<file path="config.mk">
export PLATFORM = sky130hd
export DESIGN_NAME = fmme_entry
export DESIGN_NICKNAME = d
export VERILOG_FILES = /design/src/fmme_pkg.sv /design/src/fmme_entry.sv /design/src/fmme_sync.sv /design/src/fmme_vec_check.sv
export SDC_FILE = /design/constraint.sdc
export NUM_CORES = 1
export LEC_CHECK = 0
export BUFFER_PORTS_ARGS = -buffer_cell sky130_fd_sc_hd__buf_2
export CORE_MARGIN = 1
export CORE_UTILIZATION = 49
export DETAILED_ROUTE_END_ITERATION = 10
export PLACE_DENSITY = 0.82
export SLEW_MARGIN = 20
export SYNTH_ARGS = -nofsm -noshare
export SYNTH_HDL_FRONTEND = slang
export SYNTH_HIERARCHICAL = 1
export SYNTH_SLANG_ARGS = --single-unit
export TNS_END_PERCENT = 20
</file>
<file path="constraint.sdc">
create_clock -name core_clk_i -period 3.8 [get_ports core_clk_i]
set_clock_uncertainty 0.1 [all_clocks]
set_input_delay 0.19 -clock core_clk_i [delete_from_list [all_inputs] [get_ports core_clk_i]]
set_output_delay 0.19 -clock core_clk_i [all_outputs]
set_load 0.02 [all_outputs]
</file>
<file path="src/fmme_pkg.sv">
/*
  Shared constants, types and helpers for the forced monitor mode entry
  block: reset timing, vector page layout, port A layout, state encoding.
  Assumes a single 200 MHz core clock and 16-bit CPU addresses.
*/
`default_nettype none

package fmme_pkg;

  // ==========================================================================
  // timing
  // ==========================================================================
  localparam int CLK_PERIOD_NS = 5;    // core clock period, 200 MHz
  localparam int RST_HOLD_NS   = 40;   // least length of one reset cycle
  // least time, so round up to whole cycles
  localparam int RST_HOLD_CYC  = (RST_HOLD_NS + CLK_PERIOD_NS - 1) / CLK_PERIOD_NS;
  localparam int RST_CNT_W     = 4;    // hold counter width

  // ==========================================================================
  // vector layout
  // ==========================================================================
  localparam logic [7:0] USER_VEC_PAGE = 8'hff;  // user vectors
  localparam logic [7:0] MON_VEC_PAGE  = 8'hfe;  // monitor vectors
  localparam logic [7:0] RST_VEC_HI    = 8'hfe;  // reset vector, high byte
  localparam logic [7:0] RST_VEC_LO    = 8'hff;  // reset vector, low byte
  localparam logic [7:0] SWI_VEC_HI    = 8'hfc;  // software_interrupt vector
  localparam logic [7:0] BRK_VEC_HI    = 8'hf6;  // break interrupt vector
  localparam logic [7:0] ERASED_BYTE   = 8'hff;  // blank flash content

  // ==========================================================================
  // port A layout
  // ==========================================================================
  localparam int PTA_W       = 6;   // port A data width
  localparam int PTA_IRQ_BIT = 2;   // data bit shared with the interrupt pin
  localparam int PIN_W       = PTA_W + 3;
  localparam int PIN_HV      = PTA_W;      // test_high_voltage detector
  localparam int PIN_IRQ     = PTA_W + 1;  // interrupt pin level
  localparam int PIN_RSTN    = PTA_W + 2;  // external reset pin, low active
  // reset pin synchroniser rests at "not asserted"
  localparam logic [PIN_W-1:0] PIN_SYNC_RST = 9'h100;

  // ==========================================================================
  // types and helpers
  // ==========================================================================
  typedef enum logic {
    FMME_HOLD,   // reset held to the core
    FMME_RUN     // core running
  } fmme_state_t;

  // true when addr is byte ofs of the given vector page
  function automatic logic fmme_vec_at(input logic [15:0] addr,
                                       input logic [7:0]  page,
                                       input logic [7:0]  ofs);
    fmme_vec_at = (addr == {page, ofs});
  endfunction : fmme_vec_at

endpackage : fmme_pkg

`default_nettype wire

</file>
<file path="src/fmme_entry.sv">
/*
  Reset time mode logic: chooses user or monitor mode, forces a second
  reset on a blank reset vector, remaps vectors, gates the watchdog and
  sets the monitor pin roles. Assumes resetn_i is the power-on reset,
  and that pins and the high voltage detector are asynchronous levels.
*/
// Operation
// blank vector entry adds one extra reset
// programmed vector: host applies test voltage
// forced monitor keeps watchdog off always
// both reset vector bytes erased: internal reset
// forced monitor runs untrimmed internal oscillator
// interrupt pin high: serial bit0, clock bit5
// interrupt pin low: only bit0 serial
// monitor: port A bit 2 reads zero
// monitor: pin branches act as enabled
// only power-on reset leaves forced monitor
// monitor fetches vectors from monitor page
// forced entry skips startup pin checks
// forced flag set on blank, power-on clears
`default_nettype none

module fmme_entry
  import fmme_pkg::*;
(
  input  wire logic                core_clk_i,
  input  wire logic                resetn_i,
  input  wire logic                ext_rst_pin_n_i,
  input  wire logic                irq_pin_i,
  input  wire logic                irq_hv_det_i,
  input  wire logic                wdog_rst_req_i,
  input  wire logic                cfg_irq_pin_en_i,
  input  wire logic                cfg_wdog_en_i,
  input  wire logic                vec_fetch_i,
  input  wire logic [15:0]         cpu_addr_i,
  input  wire logic                rd_valid_i,
  input  wire logic [15:0]         rd_addr_i,
  input  wire logic [7:0]          rd_data_i,
  input  wire logic [fmme_pkg::PTA_W-1:0] pta_pin_i,
  output logic                     core_rst_n_o,
  output logic [15:0]              mem_addr_o,
  output logic                     monitor_mode_o,
  output logic                     forced_monitor_o,
  output logic                     watchdog_timer_en_o,
  output logic                     osc_trim_default_o,
  output logic                     port_a_bit0_serial_en_o,
  output logic                     port_a_bit5_clock_in_en_o,
  output logic                     pins_default_input_o,
  output logic [fmme_pkg::PTA_W-1:0] pta_rd_o,
  output logic                     irq_branch_en_o,
  output logic                     startup_pin_check_en_o
);

  import fmme_pkg::*;

  // ==========================================================================
  // declarations
  // ==========================================================================
  localparam logic [RST_CNT_W-1:0] HOLD_LAST = RST_CNT_W'(RST_HOLD_CYC - 1);

  logic [PIN_W-1:0]     pin_s;     // synchronised pin levels
  logic                 ext_rst_s; // external reset asserted
  logic                 irq_s;     // interrupt pin level
  logic                 hv_s;      // test_high_voltage present
  logic                 erased_s;  // blank reset vector pulse
  logic                 rst_src;   // any reset request this cycle
  logic                 mon;       // monitor mode, either kind
  logic                 arm;       // vector check allowed
  fmme_state_t          state_q;   // reset sequencer state
  fmme_state_t          state_d;
  logic [RST_CNT_W-1:0] cnt_q;     // cycles spent in hold
  logic [RST_CNT_W-1:0] cnt_d;
  logic                 hv_mon_q;  // entered with test voltage
  logic                 irq_hi_q;  // interrupt pin level at release
  logic [PTA_W-1:0]     pta_mask;  // port read mask

  // ==========================================================================
  // pin synchronisers
  // ==========================================================================
  fmme_sync #(
    .WIDTH   (PIN_W),
    .RST_VAL (PIN_SYNC_RST)
  ) u_pin_sync (
    .core_clk_i (core_clk_i),
    .resetn_i   (resetn_i),
    .async_i    ({ext_rst_pin_n_i, irq_pin_i, irq_hv_det_i, pta_pin_i}),
    .sync_o     (pin_s)
  );

  assign ext_rst_s = !pin_s[PIN_RSTN];
  assign irq_s     = pin_s[PIN_IRQ];
  assign hv_s      = pin_s[PIN_HV];

  // ==========================================================================
  // blank vector detector
  // ==========================================================================
  // only armed in user mode; monitor vectors live elsewhere
  assign arm = (state_q == FMME_RUN) && !mon;

  fmme_vec_check u_vec_check (
    .core_clk_i (core_clk_i),
    .resetn_i   (resetn_i),
    .arm_i      (arm),
    .rd_valid_i (rd_valid_i),
    .rd_addr_i  (rd_addr_i),
    .rd_data_i  (rd_data_i),
    .erased_o   (erased_s)
  );

  // ==========================================================================
  // reset sequencer
  // ==========================================================================
  // every source, the blank vector among them, restarts the hold
  assign rst_src = ext_rst_s || wdog_rst_req_i || erased_s;

  // next state and hold count
  always_comb begin
    state_d = state_q;
    cnt_d   = cnt_q;
    unique case (state_q)
      FMME_HOLD: begin
        if (rst_src) begin
          cnt_d = '0;              // reset source still active: stretch
        end else if (cnt_q == HOLD_LAST) begin
          state_d = FMME_RUN;      // release the core
        end else begin
          cnt_d = cnt_q + 1'b1;
        end
      end
      FMME_RUN: begin
        if (rst_src) begin
          state_d = FMME_HOLD;
          cnt_d   = '0;
        end
      end
    endcase
  end

  // power-on starts in hold, so the first release is counted too
  always_ff @(posedge core_clk_i or negedge resetn_i) begin
    if (!resetn_i) begin
      state_q <= FMME_HOLD;
      cnt_q   <= '0;
    end else begin
      state_q <= state_d;
      cnt_q   <= cnt_d;
    end
  end

  // core reset follows the next state, so it lines up with state_q
  always_ff @(posedge core_clk_i or negedge resetn_i) begin
    if (!resetn_i) begin
      core_rst_n_o <= 1'b0;
    end else begin
      core_rst_n_o <= (state_d == FMME_RUN);
    end
  end

  // ==========================================================================
  // mode flags
  // ==========================================================================
  // forced flag: set only, nothing but power-on clears it
  always_ff @(posedge core_clk_i or negedge resetn_i) begin
    if (!resetn_i) begin
      forced_monitor_o <= 1'b0;
    end else if (erased_s) begin
      forced_monitor_o <= 1'b1;
    end
  end

  // straps caught at each release, not under the async reset
  always_ff @(posedge core_clk_i or negedge resetn_i) begin
    if (!resetn_i) begin
      hv_mon_q <= 1'b0;
      irq_hi_q <= 1'b0;
    end else if (state_q == FMME_HOLD && state_d == FMME_RUN) begin
      hv_mon_q <= hv_s;
      irq_hi_q <= irq_s;
    end
  end

  assign mon = forced_monitor_o || hv_mon_q;

  // ==========================================================================
  // mode outputs
  // ==========================================================================
  // watchdog: forced entry ignores the pin, voltage entry follows it
  always_ff @(posedge core_clk_i or negedge resetn_i) begin
    if (!resetn_i) begin
      monitor_mode_o      <= 1'b0;
      watchdog_timer_en_o <= 1'b0;
      osc_trim_default_o  <= 1'b0;
    end else begin
      monitor_mode_o      <= mon;
      watchdog_timer_en_o <= cfg_wdog_en_i && !forced_monitor_o && !(hv_mon_q && hv_s);
      osc_trim_default_o  <= forced_monitor_o;
    end
  end

  // startup pin demands only make sense with the test voltage path
  always_ff @(posedge core_clk_i or negedge resetn_i) begin
    if (!resetn_i) begin
      startup_pin_check_en_o <= 1'b1;
    end else begin
      startup_pin_check_en_o <= !forced_monitor_o;
    end
  end

  // ==========================================================================
  // pin roles
  // ==========================================================================
  // all plain inputs in monitor, bit0 serial, bit5 clock if pin high
  always_ff @(posedge core_clk_i or negedge resetn_i) begin
    if (!resetn_i) begin
      pins_default_input_o      <= 1'b0;
      port_a_bit0_serial_en_o   <= 1'b0;
      port_a_bit5_clock_in_en_o <= 1'b0;
    end else begin
      pins_default_input_o      <= mon;
      port_a_bit0_serial_en_o   <= mon;
      port_a_bit5_clock_in_en_o <= mon && irq_hi_q;
    end
  end

  // interrupt pin never shows as port data in monitor
  always_comb begin
    pta_mask              = '1;
    pta_mask[PTA_IRQ_BIT] = !mon;
  end

  // pin level branches: config bit overridden in monitor
  always_ff @(posedge core_clk_i or negedge resetn_i) begin
    if (!resetn_i) begin
      pta_rd_o        <= '0;
      irq_branch_en_o <= 1'b0;
    end else begin
      pta_rd_o        <= pin_s[PTA_W-1:0] & pta_mask;
      irq_branch_en_o <= mon || cfg_irq_pin_en_i;
    end
  end

  // ==========================================================================
  // vector remap
  // ==========================================================================
  // reset, software_interrupt and break pairs move to the monitor page;
  // costs one cycle of address latency on every fetch
  always_ff @(posedge core_clk_i or negedge resetn_i) begin
    if (!resetn_i) begin
      mem_addr_o <= '0;
    end else if (mon && vec_fetch_i && cpu_addr_i[15:8] == USER_VEC_PAGE &&
                 (cpu_addr_i[7:1] == RST_VEC_HI[7:1] ||
                  cpu_addr_i[7:1] == SWI_VEC_HI[7:1] ||
                  cpu_addr_i[7:1] == BRK_VEC_HI[7:1])) begin
      mem_addr_o <= {MON_VEC_PAGE, cpu_addr_i[7:0]};
    end else begin
      mem_addr_o <= cpu_addr_i;
    end
  end

  // ==========================================================================
  // checks
  // ==========================================================================
  AST_EXTRA_RESET: assert property (
    @(posedge core_clk_i) disable iff (!resetn_i)
    erased_s |=> !core_rst_n_o [*2])
    else $error("blank vector did not give an extra reset");

  AST_BLANK_USER_ONLY: assert property (
    @(posedge core_clk_i) disable iff (!resetn_i)
    erased_s |-> !forced_monitor_o && core_rst_n_o)
    else $error("blank vector seen outside user run");

  AST_FORCED_SET: assert property (
    @(posedge core_clk_i) disable iff (!resetn_i)
    erased_s |=> forced_monitor_o)
    else $error("forced flag not set on blank vector");

  AST_FORCED_STICKY: assert property (
    @(posedge core_clk_i) disable iff (!resetn_i)
    forced_monitor_o && !core_rst_n_o |=> forced_monitor_o [*2])
    else $error("forced monitor lost on a reset");

  AST_WDOG_OFF: assert property (
    @(posedge core_clk_i) disable iff (!resetn_i)
    forced_monitor_o && $past(forced_monitor_o) |-> !watchdog_timer_en_o)
    else $error("watchdog enabled in forced monitor");

  AST_TRIM: assert property (
    @(posedge core_clk_i) disable iff (!resetn_i)
    $rose(forced_monitor_o) |=> osc_trim_default_o)
    else $error("oscillator trim not at default");

  AST_PIN_HI: assert property (
    @(posedge core_clk_i) disable iff (!resetn_i)
    forced_monitor_o && irq_hi_q |=> port_a_bit0_serial_en_o && port_a_bit5_clock_in_en_o)
    else $error("pin roles wrong with interrupt pin high");

  AST_PIN_LO: assert property (
    @(posedge core_clk_i) disable iff (!resetn_i)
    forced_monitor_o && !irq_hi_q |=> port_a_bit0_serial_en_o && !port_a_bit5_clock_in_en_o)
    else $error("pin roles wrong with interrupt pin low");

  AST_PA2_ZERO: assert property (
    @(posedge core_clk_i) disable iff (!resetn_i)
    monitor_mode_o |-> !pta_rd_o[PTA_IRQ_BIT])
    else $error("port A bit 2 not zero in monitor");

  AST_BRANCH: assert property (
    @(posedge core_clk_i) disable iff (!resetn_i)
    monitor_mode_o |-> irq_branch_en_o)
    else $error("pin branches not enabled in monitor");

  AST_VEC_REMAP: assert property (
    @(posedge core_clk_i) disable iff (!resetn_i)
    mon && vec_fetch_i && fmme_vec_at(cpu_addr_i, USER_VEC_PAGE, RST_VEC_LO)
    |=> mem_addr_o[15:8] == MON_VEC_PAGE)
    else $error("reset vector not fetched from monitor page");

  AST_STARTUP: assert property (
    @(posedge core_clk_i) disable iff (!resetn_i)
    forced_monitor_o |=> !startup_pin_check_en_o)
    else $error("startup pin check active in forced monitor");

endmodule : fmme_entry

`default_nettype wire

</file>
<file path="src/fmme_sync.sv">
/*
  Two flip-flop synchroniser for a bundle of asynchronous pin levels.
  Assumes each bit is an independent level; no word coherence is given.
*/
`default_nettype none

module fmme_sync #(
  parameter int               WIDTH   = 1,
  parameter logic [WIDTH-1:0] RST_VAL = '0
) (
  input  wire logic             core_clk_i,
  input  wire logic             resetn_i,
  input  wire logic [WIDTH-1:0] async_i,
  output logic      [WIDTH-1:0] sync_o
);

  logic [WIDTH-1:0] meta_q;  // first stage, read only by sync_o

  // ==========================================================================
  // two stages
  // ==========================================================================
  // first stage feeds nothing but the second
  always_ff @(posedge core_clk_i or negedge resetn_i) begin
    if (!resetn_i) begin
      meta_q <= RST_VAL;
      sync_o <= RST_VAL;
    end else begin
      meta_q <= async_i;
      sync_o <= meta_q;
    end
  end

endmodule : fmme_sync

`default_nettype wire

</file>
<file path="src/fmme_vec_check.sv">
/*
  Watches the two reset vector byte reads in the user page and pulses
  once when both came back erased. Assumes read data arrives with its
  own address on the core clock, and arm_i drops during reset.
*/
`default_nettype none

module fmme_vec_check
  import fmme_pkg::*;
(
  input  wire logic        core_clk_i,
  input  wire logic        resetn_i,
  input  wire logic        arm_i,       // checking allowed (user mode run)
  input  wire logic        rd_valid_i,  // read data valid
  input  wire logic [15:0] rd_addr_i,   // address of that data
  input  wire logic [7:0]  rd_data_i,   // read data
  output logic             erased_o     // one-cycle pulse
);

  logic hi_seen_q;  // high byte fetched
  logic lo_seen_q;  // low byte fetched
  logic hi_ff_q;    // high byte was erased
  logic lo_ff_q;    // low byte was erased

  // ==========================================================================
  // byte capture
  // ==========================================================================
  // a second fetch overwrites, so a reprogram shows at once
  always_ff @(posedge core_clk_i or negedge resetn_i) begin
    if (!resetn_i) begin
      hi_seen_q <= 1'b0;
      lo_seen_q <= 1'b0;
      hi_ff_q   <= 1'b0;
      lo_ff_q   <= 1'b0;
    end else if (!arm_i) begin
      hi_seen_q <= 1'b0;
      lo_seen_q <= 1'b0;
    end else if (rd_valid_i) begin
      if (fmme_vec_at(rd_addr_i, USER_VEC_PAGE, RST_VEC_HI)) begin
        hi_seen_q <= 1'b1;
        hi_ff_q   <= (rd_data_i == ERASED_BYTE);
      end
      if (fmme_vec_at(rd_addr_i, USER_VEC_PAGE, RST_VEC_LO)) begin
        lo_seen_q <= 1'b1;
        lo_ff_q   <= (rd_data_i == ERASED_BYTE);
      end
    end
  end

  // ==========================================================================
  // verdict
  // ==========================================================================
  // both bytes needed: one blank byte alone is a legal vector
  always_ff @(posedge core_clk_i or negedge resetn_i) begin
    if (!resetn_i) begin
      erased_o <= 1'b0;
    end else begin
      erased_o <= arm_i && !erased_o && hi_seen_q && lo_seen_q && hi_ff_q && lo_ff_q;
    end
  end

endmodule : fmme_vec_check

`default_nettype wire
</file>
# Yosys cells after proc, flatten, opt, wreduce, memory -nomap -nowiden
# Index checks and enable logic that the tools add are counted.
dict set report word_totals {
  input_bits 56
  reg_bits 59
  latch_bits 0
  mem_bits_ro 0
  ramBits 0
  out_inout_bits 32
  memories 0
}
dict set report classes {
  n_reduce_logical 30
  div 0
  n_eq_ne 13
  n_shift 0
  mul 0
  add_sub_neg 1
  order_cmp 0
  n_mux 15
  bitwise_logic 2
}
# op count
set op_table {}
lappend op_table {{$eq 16x16->1 const B} 2}
lappend op_table {{$eq 7x7->1 const B} 3}
lappend op_table {{$eq 8x8->1 const B} 2}
lappend op_table {{$mux 16} 1}
lappend op_table {{$logic_and 1x1->1} 14}
lappend op_table {{$mux 4} 3}
lappend op_table {{$mux 1} 9}
lappend op_table {{$pmux 4 s2} 1}
lappend op_table {{$and 6x6->6} 1}
lappend op_table {{$logic_or 1x1->1} 6}
lappend op_table {{$ne 2x2->1 const B} 3}
lappend op_table {{$reduce_and 2->1} 3}
lappend op_table {{$reduce_and 3->1} 2}
lappend op_table {{$logic_not 1->1} 5}
lappend op_table {{$add 4x1->4 const B} 1}
lappend op_table {{$eq 4x3->1 const B} 1}
lappend op_table {{$ne 3x3->1 const B} 1}
lappend op_table {{$ne 2x1->1 const B} 1}
lappend op_table {{$pmux 1 s2} 1}
lappend op_table {{$not 1->1} 1}

# Longest topological paths before layout
# Gate-level depths: netlist of the first run.
dict set report logic_depth {
  depth_word 8
  depth_mapped 7
  depth_no_buf 7
}

# Cells and area by module
# The synthesis of the first run kept the hierarchy.
# module cells_per_inst instances area_each_um2
set by_module_without_submodules {}
lappend by_module_without_submodules {fmme_entry 84 1 1193.6}
lappend by_module_without_submodules {fmme_sync 18 1 452.9}
lappend by_module_without_submodules {fmme_vec_check 24 1 260.2}

# Worst setup path after synthesis of the first run
# OpenSTA, ideal clock, no wires.
dict set report synth_timing {
  kind {flip-flop to flip-flop}
  startpoint {register forced_monitor_o}
  endpoint {register u_vec_check.lo_ff_q}
  path_stages_with_launch 8
  slack_ns 1.855
  arrival_time_ns 1.718
  path_buffers 0
  cell_sequence {dfrtp_1 nor2_1 inv_1 nor2_1 nand4_1 nor4_2 nand3_1 mux2_1}
}
dict set report synth_between {
  elab_chain_cells 4
}
# element line
set synth_lines {}
lappend synth_lines {{start: declaration} fmme_entry.sv:43} ;# output logic forced_monitor_o,
lappend synth_lines {{start signal: assignment} fmme_entry.sv:165} ;# forced_monitor_o <= 1'b0;
lappend synth_lines {{start signal: assignment} fmme_entry.sv:167} ;# forced_monitor_o <= 1'b1;
lappend synth_lines {{$logic_or 1x1->1} fmme_entry.sv:182} ;# assign mon = forced_monitor_o || hv_mon_q;
lappend synth_lines {{named net mon} fmme_entry.sv:67} ;# logic mon;
lappend synth_lines {{$logic_not 1->1} fmme_entry.sv:98} ;# assign arm = (state_q == FMME_RUN) && !mon;
lappend synth_lines {{$logic_and 1x1->1} fmme_entry.sv:98}
lappend synth_lines {{named net arm} fmme_entry.sv:68} ;# logic arm;
lappend synth_lines {{$reduce_and 3->1 (no line)} n/a}
lappend synth_lines {{end signal: assignment} fmme_vec_check.sv:45} ;# lo_ff_q <= (rd_data_i == ERASED_BYTE);
lappend synth_lines {{end: declaration} fmme_vec_check.sv:23} ;# logic lo_ff_q;
# The timed path passes the listed nets, and every way through them passes these cells.
# A chain may end at the register's enable or synchronous reset.

# Worst setup path after layout of the first run
dict set report layout_timing {
  startpoint {register forced_monitor_o}
  endpoint {register u_vec_check.hi_ff_q}
}
dict set report layout_between {
  elab_chain_cells 4
}
# element line
set layout_lines {}
lappend layout_lines {{$logic_or 1x1->1} fmme_entry.sv:182}
lappend layout_lines {{named net mon} fmme_entry.sv:67}
lappend layout_lines {{$logic_not 1->1} fmme_entry.sv:98}
lappend layout_lines {{$logic_and 1x1->1} fmme_entry.sv:98}
lappend layout_lines {{named net arm} fmme_entry.sv:68}
lappend layout_lines {{$reduce_and 3->1 (no line)} n/a}
lappend layout_lines {{end signal: assignment} fmme_vec_check.sv:41} ;# hi_ff_q <= (rd_data_i == ERASED_BYTE);
lappend layout_lines {{end: declaration} fmme_vec_check.sv:22} ;# logic hi_ff_q;
# The timed path passes the listed nets, and every way through them passes these cells.

==> run_summary.xml, run 1 <==
<?xml version="1.0" encoding="UTF-8"?>
<metrics>
  <group name="status">
    <metric name="run_status" unit="">finished clean</metric>
  </group>
  <group name="cts">
    <metric name="clk_path_buf_depth" unit="">2</metric>
    <metric name="cell_at_the_root_of_the_clock_tree" unit="">sky130_fd_sc_hd__clkbuf_8</metric>
    <metric name="cts_sinks" unit="">59</metric>
    <metric name="clock_latency" unit="ps">320</metric>
    <metric name="cts_tree" unit="">built</metric>
    <metric name="numCtsBuffers" unit="">9</metric>
    <metric name="postCtsResizedCells" unit="">0</metric>
    <metric name="clk_pin_slew_worst_paths" unit="ps">60</metric>
    <metric name="cts_htree_levels" unit="">3</metric>
  </group>
  <group name="logic_synthesis">
    <metric name="number_of_synthesized_register_bits" unit="">59</metric>
    <metric name="ys_seq_area_share" unit="%">77.6</metric>
    <metric name="synthArstFlopShare" unit="%">100</metric>
    <metric name="synth_ff_type" unit="">sky130_fd_sc_hd__dfrtp_1</metric>
    <metric name="post-synth-top-area-fraction" unit="%">73.5</metric>
    <metric name="syn-instance-count" unit="">126</metric>
    <metric name="synth_cell_count_leaders" unit="">sky130_fd_sc_hd__dfrtp_1, sky130_fd_sc_hd__clkbuf_1, sky130_fd_sc_hd__nand2_1, sky130_fd_sc_hd__nand4_1, sky130_fd_sc_hd__inv_1</metric>
    <metric name="synth.net_count" unit="">183</metric>
    <metric name="yosysMostFrequentCell" unit="">sky130_fd_sc_hd__dfrtp_1</metric>
    <metric name="synthesis.area_per_instance" unit="sq um">15.1</metric>
    <metric name="ys_top_cells_by_area" unit="">sky130_fd_sc_hd__dfrtp_1, sky130_fd_sc_hd__dfstp_2, sky130_fd_sc_hd__nand4_1, sky130_fd_sc_hd__clkbuf_1, sky130_fd_sc_hd__mux2_1</metric>
    <metric name="synthesis.area" unit="sq mm">0.00191</metric>
    <metric name="synth_enable_flop_cells" unit="">0</metric>
    <metric name="synth.distinct_cells" unit="">33</metric>
    <metric name="yosys_warnings" unit="">6</metric>
    <metric name="synth_largest_area_cell" unit="">sky130_fd_sc_hd__dfrtp_1</metric>
  </group>
  <group name="cells_and_area">
    <metric name="area_delta_synth_final" unit="%">48.3</metric>
    <metric name="multi_input_area" unit="sq um">367</metric>
    <metric name="nets" unit="">301</metric>
    <metric name="postLayoutCoreUtil" unit="%">76.7</metric>
    <metric name="num-fill-cells" unit="">236</metric>
    <metric name="seqCellArea" unit="sq mm">0.00148</metric>
    <metric name="drive_gt1_share" unit="%">45.6</metric>
    <metric name="antenna-diode-count" unit="">0</metric>
  </group>
  <group name="detailed_routing">
    <metric name="detail_route.vias_per_cell" unit="">4.73</metric>
    <metric name="routed_wirelength" unit="um">4030</metric>
    <metric name="drt_first_pass_iters" unit="">4</metric>
    <metric name="detail-route-antenna-nets" unit="">0</metric>
    <metric name="wl_per_cell" unit="um">13.6</metric>
    <metric name="drcViolationCount" unit="">0</metric>
    <metric name="drtIter0Drc" unit="">66</metric>
    <metric name="vias" unit="">1399</metric>
  </group>
  <group name="floorplanning">
    <metric name="floorplan.die_area" unit="sq mm">0.00414</metric>
    <metric name="coreArea" unit="sq mm">0.00369</metric>
    <metric name="die-width" unit="um">64.4</metric>
    <metric name="placementRows" unit="">22</metric>
    <metric name="initial_core_util" unit="%">51.7</metric>
    <metric name="floorplan.die.height" unit="um">64.4</metric>
    <metric name="ioPinCount" unit="">88</metric>
  </group>
  <group name="power">
    <metric name="combinationalPowerShare" unit="%">8.4</metric>
    <metric name="power.share.switching" unit="%">21.6</metric>
    <metric name="peakVddDrop" unit="uV">430</metric>
    <metric name="internal_power" unit="W">0.000990</metric>
    <metric name="sequential_fraction_of_design_power" unit="%">52.3</metric>
    <metric name="power.leakage" unit="nW">1.42</metric>
    <metric name="power_switching" unit="W">0.000273</metric>
    <metric name="clockPowerShare" unit="%">39.3</metric>
    <metric name="power_density" unit="mW/mm^2">447</metric>
  </group>
  <group name="worst_setup_path">
    <metric name="cpLargestDelayFamily" unit="">simple AND/OR/NAND/NOR gates</metric>
    <metric name="worst-r2r-cell-count" unit="">7</metric>
    <metric name="cpMaxStageDelayCell" unit="">sky130_fd_sc_hd__dfrtp_1</metric>
    <metric name="critical_path.endpoint_type" unit="">flop</metric>
    <metric name="arrival" unit="ps">2170</metric>
    <metric name="timing.setup.critical_path_class" unit="">reg -&gt; reg</metric>
    <metric name="worst-path-max-fanout" unit="">6</metric>
    <metric name="cp_data_required_time" unit="ps">3900</metric>
    <metric name="r2r_start" unit="">forced_monitor_o</metric>
    <metric name="cp.buffers_inverters" unit="">1</metric>
    <metric name="setup.reg_to_reg.worst_slack" unit="ps">1720</metric>
    <metric name="crit_chain" unit="">nor2_1, inv_1, nor2_1, nand4_1, nor4_2, nand3b_1, mux2_1</metric>
    <metric name="critical_path.startpoint_type" unit="">flop</metric>
    <metric name="crit_top_cell" unit="">sky130_fd_sc_hd__nor2_1</metric>
    <metric name="cp_slowest_stage_delay" unit="ps">430</metric>
    <metric name="worst_r2r_endpoint" unit="">u_vec_check/hi_ff_q</metric>
  </group>
  <group name="grt">
    <metric name="antenna_found_initial" unit="">0</metric>
    <metric name="grt_start_max_net_pins" unit="">60</metric>
    <metric name="grtUsageTotal" unit="%">22.3</metric>
    <metric name="first_global_vias" unit="">1410</metric>
    <metric name="grt_pass1_wl" unit="um">6470</metric>
    <metric name="globalRouteOverflowTotal" unit="">0</metric>
  </group>
  <group name="sta">
    <metric name="final_worst_path_period_share" unit="%">54.7</metric>
    <metric name="setup_viol_count_final" unit="">0</metric>
    <metric name="rsz_0062_raised_after_global_routing" unit="">no</metric>
    <metric name="hold_violations" unit="">0</metric>
    <metric name="max_slew_margin" unit="%">54.0</metric>
    <metric name="hold_slack" unit="ps">39.2</metric>
    <metric name="worst_slew_pin_slew" unit="ps">691</metric>
    <metric name="totalNegativeSetupSlack" unit="ps">0</metric>
    <metric name="postLayoutSetupSlackWorst" unit="ps">1720</metric>
    <metric name="drv_slew" unit="">0</metric>
    <metric name="maxClockFrequency" unit="MHz">481</metric>
    <metric name="post-route-min-period" unit="ps">2080</metric>
  </group>
  <group name="worst_hold_path">
    <metric name="hp-class" unit="">in -&gt; reg</metric>
    <metric name="holdCritStartpoint" unit="">cfg_wdog_en_i</metric>
    <metric name="min_delay_worst_endpoint" unit="">watchdog_timer_en_o</metric>
    <metric name="hold_depth" unit="">2</metric>
  </group>
  <group name="job">
    <metric name="maxCapViolCount" unit="">0</metric>
  </group>
  <group name="placement">
    <metric name="dp.final_hpwl" unit="um">2580</metric>
    <metric name="gp_routability_congestion" unit="">0.731</metric>
    <metric name="port_buffers" unit="">87</metric>
    <metric name="preCtsSetupSlack" unit="ps">1730</metric>
  </group>
</metrics>
==> power groups by stage <==
stage	clock [W]	combinational [W]	sequential, W
2_1_floorplan	0	0.0000100	0.000687
3_3_place_gp	0	0.0000819	0.000669
3_5_place_dp	0	0.0000844	0.000671
4_1_cts	0.000507	0.000107	0.000660
5_1_grt	0.000544	0.000116	0.000662
6_report	0.000497	0.000106	0.000660
==> through the flow <==
stage	cell area (sq um)	total power, W	instances
CTS	2830	0.00127	296
floorplan	1910	0.000697	126
detailed placement	2370	0.000755	253
finish	2830	0.00126	296
global placement	2370	0.000751	253
global route	2830	0.00132	296
==> worst max path at each step <==
stage | endpoint | from | slack [ps] | depth (start not counted)
6_report | u_vec_check/hi_ff_q | forced_monitor_o | 1720 | 7
5_1_grt | u_vec_check/hi_ff_q | forced_monitor_o | 1540 | 7
4_1_cts | u_vec_check/hi_ff_q | forced_monitor_o | 1710 | 7
3_5_place_dp | u_vec_check/hi_ff_q | forced_monitor_o | 1730 | 7
3_3_place_gp | u_vec_check/hi_ff_q | forced_monitor_o | 1800 | 7
2_1_floorplan | u_vec_check/lo_ff_q | forced_monitor_o | 1850 | 7
==> layout make-up <==
| cell class | instances | share of cell area [%] |
|---|---|---|
| multi-input cells | 53 | 13.0 |
| inverters | 5 | 0.664 |
| flip-flops and latches | 59 | 52.3 |
| clock inverters | 2 | 0.354 |
| well taps | 48 | 2.12 |
| clock buffers | 13 | 5.97 |
| repair buffers | 116 | 25.6 |
==> kinds of logic after synthesis <==
kind of cell / share of synthesized area, %
buffers and inverters: 3.15
adder cells (fa/ha/maj): 0.656
flip-flops: 77.6
multiplexers: 2.36
AND/OR/NAND/NOR: 12.6
AO/OA/AOI/OAI: 3.61
==> registers in the layout, summed over array words and instances (netlist names), 4 cells and up <==
register	count
cnt_q	4
mem_addr_o	16
pta_rd_o	6
u_pin_sync/meta_q	9
u_pin_sync/sync_o	9
==> cells in the final DEF, fill, tap and decap left out, drive strengths merged, types with 2 or more instances in the layout <==
cell type,instances
nand2,6
nand3b,2
dfrtp,56
or3,2
nand4,7
nand3,4
and3,2
a21oi,4
mux2,4
nor4,2
clkbuf,13
nor2,4
o21ai,3
inv,5
buf,88
dlygate4sd3,28
dfstp,3
clkinv,2
==> worst register-to-register path, delay by kind of cell, from the launching register on <==
family | cells | cell delay (ps)
flops | 1 | 430
simple gates | 5 | 1000
mux | 1 | 330
buf+inv | 1 | 90
==> repair_timing <==
item                                    in CTS  in global routing
hold endpoints to repair                    82                  0
buffers inserted                             0                  0
hold buffers                                28                  0
endpoints found under the setup margin       0                  0
==> metal layers <==
metal,vias to the layer above,GRT usage (%),share of wire [%]
met5,-,0,0
met4,0,11.1,1.1
met3,4,8.04,4.4
met2,48,40.0,58
met1,679,22.5,36
li1,668,-,-
Power figures use the tool's default switching activity.
==> run 2: changes to the inputs <==
Settings changed: ABC_AREA set to 1, CORE_UTILIZATION 49 to 46, PLACE_DENSITY 0.82 to 0.77.
Clock period 3.8 ns to 1.92 ns, I/O delays scaled along.
==> run_summary.xml, run 2 <==
<?xml version="1.0" encoding="UTF-8"?>
<metrics>
  <group name="logic_synthesis">
    <metric name="yosysMostFrequentCell" unit="">sky130_fd_sc_hd__dfrtp_1</metric>
    <metric name="yosys_warnings" unit="">6</metric>
    <metric name="synth_compound_area_share" unit="%">0.883</metric>
    <metric name="synth_simple_gate_area_share" unit="%">18.5</metric>
    <metric name="synth.distinct_cells" unit="">21</metric>
    <metric name="number_of_synthesized_register_bits" unit="">59</metric>
    <metric name="muxShareOfSynthArea" unit="%">0</metric>
    <metric name="synthAdderAreaFrac" unit="%">0.631</metric>
    <metric name="synth.net_count" unit="">227</metric>
    <metric name="ys_seq_area_share" unit="%">74.6</metric>
    <metric name="synthArstFlopShare" unit="%">100</metric>
    <metric name="yosys.area_share.xor_xnor" unit="%">0.442</metric>
    <metric name="synth_ff_type" unit="">sky130_fd_sc_hd__dfrtp_1</metric>
    <metric name="synth_largest_area_cell" unit="">sky130_fd_sc_hd__dfrtp_1</metric>
    <metric name="ys_top_cells_by_area" unit="">sky130_fd_sc_hd__dfrtp_1, sky130_fd_sc_hd__nand2_1, sky130_fd_sc_hd__dfstp_2, sky130_fd_sc_hd__nor2_1, sky130_fd_sc_hd__nand3_1</metric>
    <metric name="synthesis.area_per_instance" unit="sq um">11.7</metric>
    <metric name="syn-instance-count" unit="">170</metric>
    <metric name="post-synth-top-area-fraction" unit="%">70.7</metric>
    <metric name="synth_enable_flop_cells" unit="">0</metric>
    <metric name="combinational_family_with_the_most_area_after_synthesis" unit="">simple AND/OR/NAND/NOR gates</metric>
    <metric name="synthesis.area" unit="sq mm">0.00198</metric>
    <metric name="synth_cell_count_leaders" unit="">sky130_fd_sc_hd__dfrtp_1, sky130_fd_sc_hd__nand2_1, sky130_fd_sc_hd__nor2_1</metric>
  </group>
  <group name="floorplanning">
    <metric name="ioPinCount" unit="">88</metric>
    <metric name="placementRows" unit="">23</metric>
    <metric name="floorplan.die_area" unit="sq mm">0.00458</metric>
    <metric name="coreArea" unit="sq mm">0.00406</metric>
    <metric name="initial_core_util" unit="%">48.9</metric>
    <metric name="floorplan.die.height" unit="um">67.7</metric>
    <metric name="die-width" unit="um">67.7</metric>
  </group>
  <group name="sta">
    <metric name="rsz_0062_raised_after_global_routing" unit="">no</metric>
    <metric name="setup_viol_count_final" unit="">0</metric>
    <metric name="final_worst_path_period_share" unit="%">85.9</metric>
    <metric name="max_slew_margin" unit="%">81.8</metric>
    <metric name="totalNegativeSetupSlack" unit="ps">0</metric>
    <metric name="hold_violations" unit="">0</metric>
    <metric name="postLayoutSetupSlackWorst" unit="ps">270</metric>
    <metric name="drv_slew" unit="">0</metric>
    <metric name="maxClockFrequency" unit="MHz">606</metric>
    <metric name="worst_slew_pin_slew" unit="ps">273</metric>
    <metric name="post-route-min-period" unit="ps">1650</metric>
  </group>
  <group name="worst_setup_path">
    <metric name="timing.setup.critical_path_class" unit="">reg -&gt; reg</metric>
    <metric name="critical_path.endpoint_type" unit="">flop</metric>
    <metric name="setup.reg_to_reg.worst_slack" unit="ps">270</metric>
    <metric name="cp_slowest_stage_delay" unit="ps">550</metric>
    <metric name="cpMaxStageDelayCell" unit="">sky130_fd_sc_hd__dlygate4sd3_1</metric>
    <metric name="critical_path.startpoint_type" unit="">flop</metric>
    <metric name="arrival" unit="ps">1750</metric>
    <metric name="crit_top_cell" unit="">sky130_fd_sc_hd__nor2_1</metric>
    <metric name="crit_chain" unit="">inv_2, nand2_1, nand3_1, nor2_1, nor2_1, dlygate4sd3_1</metric>
    <metric name="worst-path-max-fanout" unit="">5</metric>
    <metric name="cp_data_required_time" unit="ps">2020</metric>
  </group>
  <group name="power">
    <metric name="power.leakage" unit="nW">1.54</metric>
    <metric name="power_switching" unit="W">0.000556</metric>
    <metric name="clockPowerShare" unit="%">38.8</metric>
    <metric name="peakVddDrop" unit="uV">489</metric>
    <metric name="combinationalPowerShare" unit="%">8.9</metric>
    <metric name="power.share.switching" unit="%">22.3</metric>
    <metric name="internal_power" unit="W">0.00194</metric>
    <metric name="sequential_fraction_of_design_power" unit="%">52.3</metric>
    <metric name="power_density" unit="mW/mm^2">849</metric>
  </group>
  <group name="grt">
    <metric name="grtUsageTotal" unit="%">20.0</metric>
    <metric name="globalRouteOverflowTotal" unit="">0</metric>
    <metric name="first_global_vias" unit="">1485</metric>
    <metric name="grt_pass1_wl" unit="um">6340</metric>
    <metric name="antenna_found_initial" unit="">0</metric>
    <metric name="grt_start_max_net_pins" unit="">56</metric>
  </group>
  <group name="cells_and_area">
    <metric name="mostFrequentLayoutCell" unit="">sky130_fd_sc_hd__buf_2</metric>
    <metric name="antenna-diode-count" unit="">0</metric>
    <metric name="num-fill-cells" unit="">270</metric>
    <metric name="largest_register_ff_count" unit="">16</metric>
    <metric name="drive_gt1_share" unit="%">38.5</metric>
    <metric name="seqCellArea" unit="sq mm">0.00148</metric>
    <metric name="layout.cells.most_common_list" unit="">sky130_fd_sc_hd__buf_2, sky130_fd_sc_hd__dfrtp_1, sky130_fd_sc_hd__nand2_1</metric>
    <metric name="largest_registers" unit="">mem_addr_o: 16 flops, u_pin_sync/meta_q: 9 flops, u_pin_sync/sync_o: 9 flops</metric>
    <metric name="largest-register" unit="">mem_addr_o</metric>
    <metric name="multi_input_area" unit="sq um">405</metric>
    <metric name="area_delta_synth_final" unit="%">48.4</metric>
    <metric name="nets" unit="">348</metric>
  </group>
  <group name="placement">
    <metric name="preCtsSetupSlack" unit="ps">375</metric>
    <metric name="gp_routability_congestion" unit="">0.733</metric>
    <metric name="port_buffers" unit="">87</metric>
    <metric name="dp.final_hpwl" unit="um">2520</metric>
  </group>
  <group name="detailed_routing">
    <metric name="detail-route-antenna-nets" unit="">0</metric>
    <metric name="routed_wirelength" unit="um">4120</metric>
    <metric name="detail_route.vias_per_cell" unit="">4.47</metric>
    <metric name="drcViolationCount" unit="">0</metric>
    <metric name="drtIter0Drc" unit="">63</metric>
    <metric name="vias" unit="">1547</metric>
    <metric name="drt_first_pass_iters" unit="">4</metric>
    <metric name="wl_per_cell" unit="um">11.9</metric>
  </group>
  <group name="cts">
    <metric name="cts_sinks" unit="">59</metric>
    <metric name="cts_tree" unit="">built</metric>
    <metric name="cell_at_the_root_of_the_clock_tree" unit="">sky130_fd_sc_hd__clkbuf_8</metric>
    <metric name="numCtsBuffers" unit="">9</metric>
    <metric name="clock_latency" unit="ps">320</metric>
    <metric name="cts_htree_levels" unit="">3</metric>
    <metric name="postCtsResizedCells" unit="">0</metric>
    <metric name="clk_pin_slew_worst_paths" unit="ps">60</metric>
    <metric name="clk_path_buf_depth" unit="">2</metric>
  </group>
  <group name="status">
    <metric name="run_status" unit="">finished clean</metric>
  </group>
  <group name="worst_hold_path">
    <metric name="hp-class" unit="">in -&gt; reg</metric>
  </group>
  <group name="job">
    <metric name="maxCapViolCount" unit="">0</metric>
  </group>
</metrics>
==> run 2: changes by cell type after synthesis, sizes merged, moves of 4 or more <==
cell   previous run  this run
nand2             6        44
inv               5        15
nand4             7         3
nand3             4        11
nor2              4        22
mux2              4         0
==> run 2: logic make-up (layout without fill, tap and decap cells) <==
logic type,after synthesis,count (layout)
compound gates,3,3
flops,59,59
buf+inv,24,150
simple gates,82,82
xor+xnor,1,1
fa+ha+maj,1,1
==> run 2: worst paths after layout <==
check / from / end / cells past startpoint
worst min-delay path: rd_data_i[0] / u_vec_check/hi_ff_q / 5
max in group asynchronous: resetn_i / startup_pin_check_en_o / 3
min in group asynchronous: resetn_i / u_pin_sync/meta_q[4] / 2
worst max register to register: forced_monitor_o / mem_addr_o[8] / 6
worst max-delay path: forced_monitor_o / mem_addr_o[8] / 6
worst min register to register: u_pin_sync/meta_q[5] / u_pin_sync/sync_o[5] / 0
==> run 2: final cells by class <==
type | instances | area share, %
sequential | 59 | 50.3
clock buffer | 14 | 5.53
multi-input combinational | 87 | 13.8
tap | 50 | 2.13
clock inverter | 2 | 0.340
timing repair buffer | 119 | 26.0
inverter | 15 | 1.91
==> run 2: power groups by stage <==
stage / clock (W) / sequential, W / combinational [W]
after floorplan: 0 / 0.00136 / 0.0000267
after global placement: 0 / 0.00133 / 0.000170
after detailed placement: 0 / 0.00133 / 0.000172
after CTS: 0.000988 / 0.00131 / 0.000221
after global routing: 0.00106 / 0.00131 / 0.000243
final: 0.000968 / 0.00131 / 0.000223
==> run 2: what timing repair did <==
item | in CTS | in global routing
hold endpoints to repair | 87 | 0
endpoints found under the setup margin | 0 | 0
hold buffers | 31 | 0
buffers inserted | 0 | 0
==> run 2: critical path: cells and delay by family, from the launching register on <==
family / cells / cell delay (ps)
flops: 1 / 410
simple gates: 4 / 410
buf+inv: 2 / 620
==> run 2: metal layers <==
| layer | global-route usage, % | vias to the layer above | part of all wire, % |
|---|---|---|---|
| met1 | 21.4 | 717 | 38 |
| met4 | 14.4 | 0 | 2.1 |
| met3 | 4.90 | 8 | 5.0 |
| li1 | - | 763 | - |
| met2 | 34.0 | 59 | 54 |
| met5 | 0 | - | 0 |
==> run 2: metrics by stage <==
stage | hold slack (ps) | utilization, % | instance area [sq um] | power (W) | cells
after floorplan | -300 | - | 1980 | 0.00139 | 170
after global placement | -178 | 60.6 | 2460 | 0.00150 | 299
after detailed placement | -171 | 60.6 | 2460 | 0.00150 | 299
after CTS | 17.7 | 72.5 | 2940 | 0.00251 | 346
after global routing | 55.0 | 72.5 | 2940 | 0.00261 | 346
final | 38.1 | 72.5 | 2940 | 0.00250 | 346
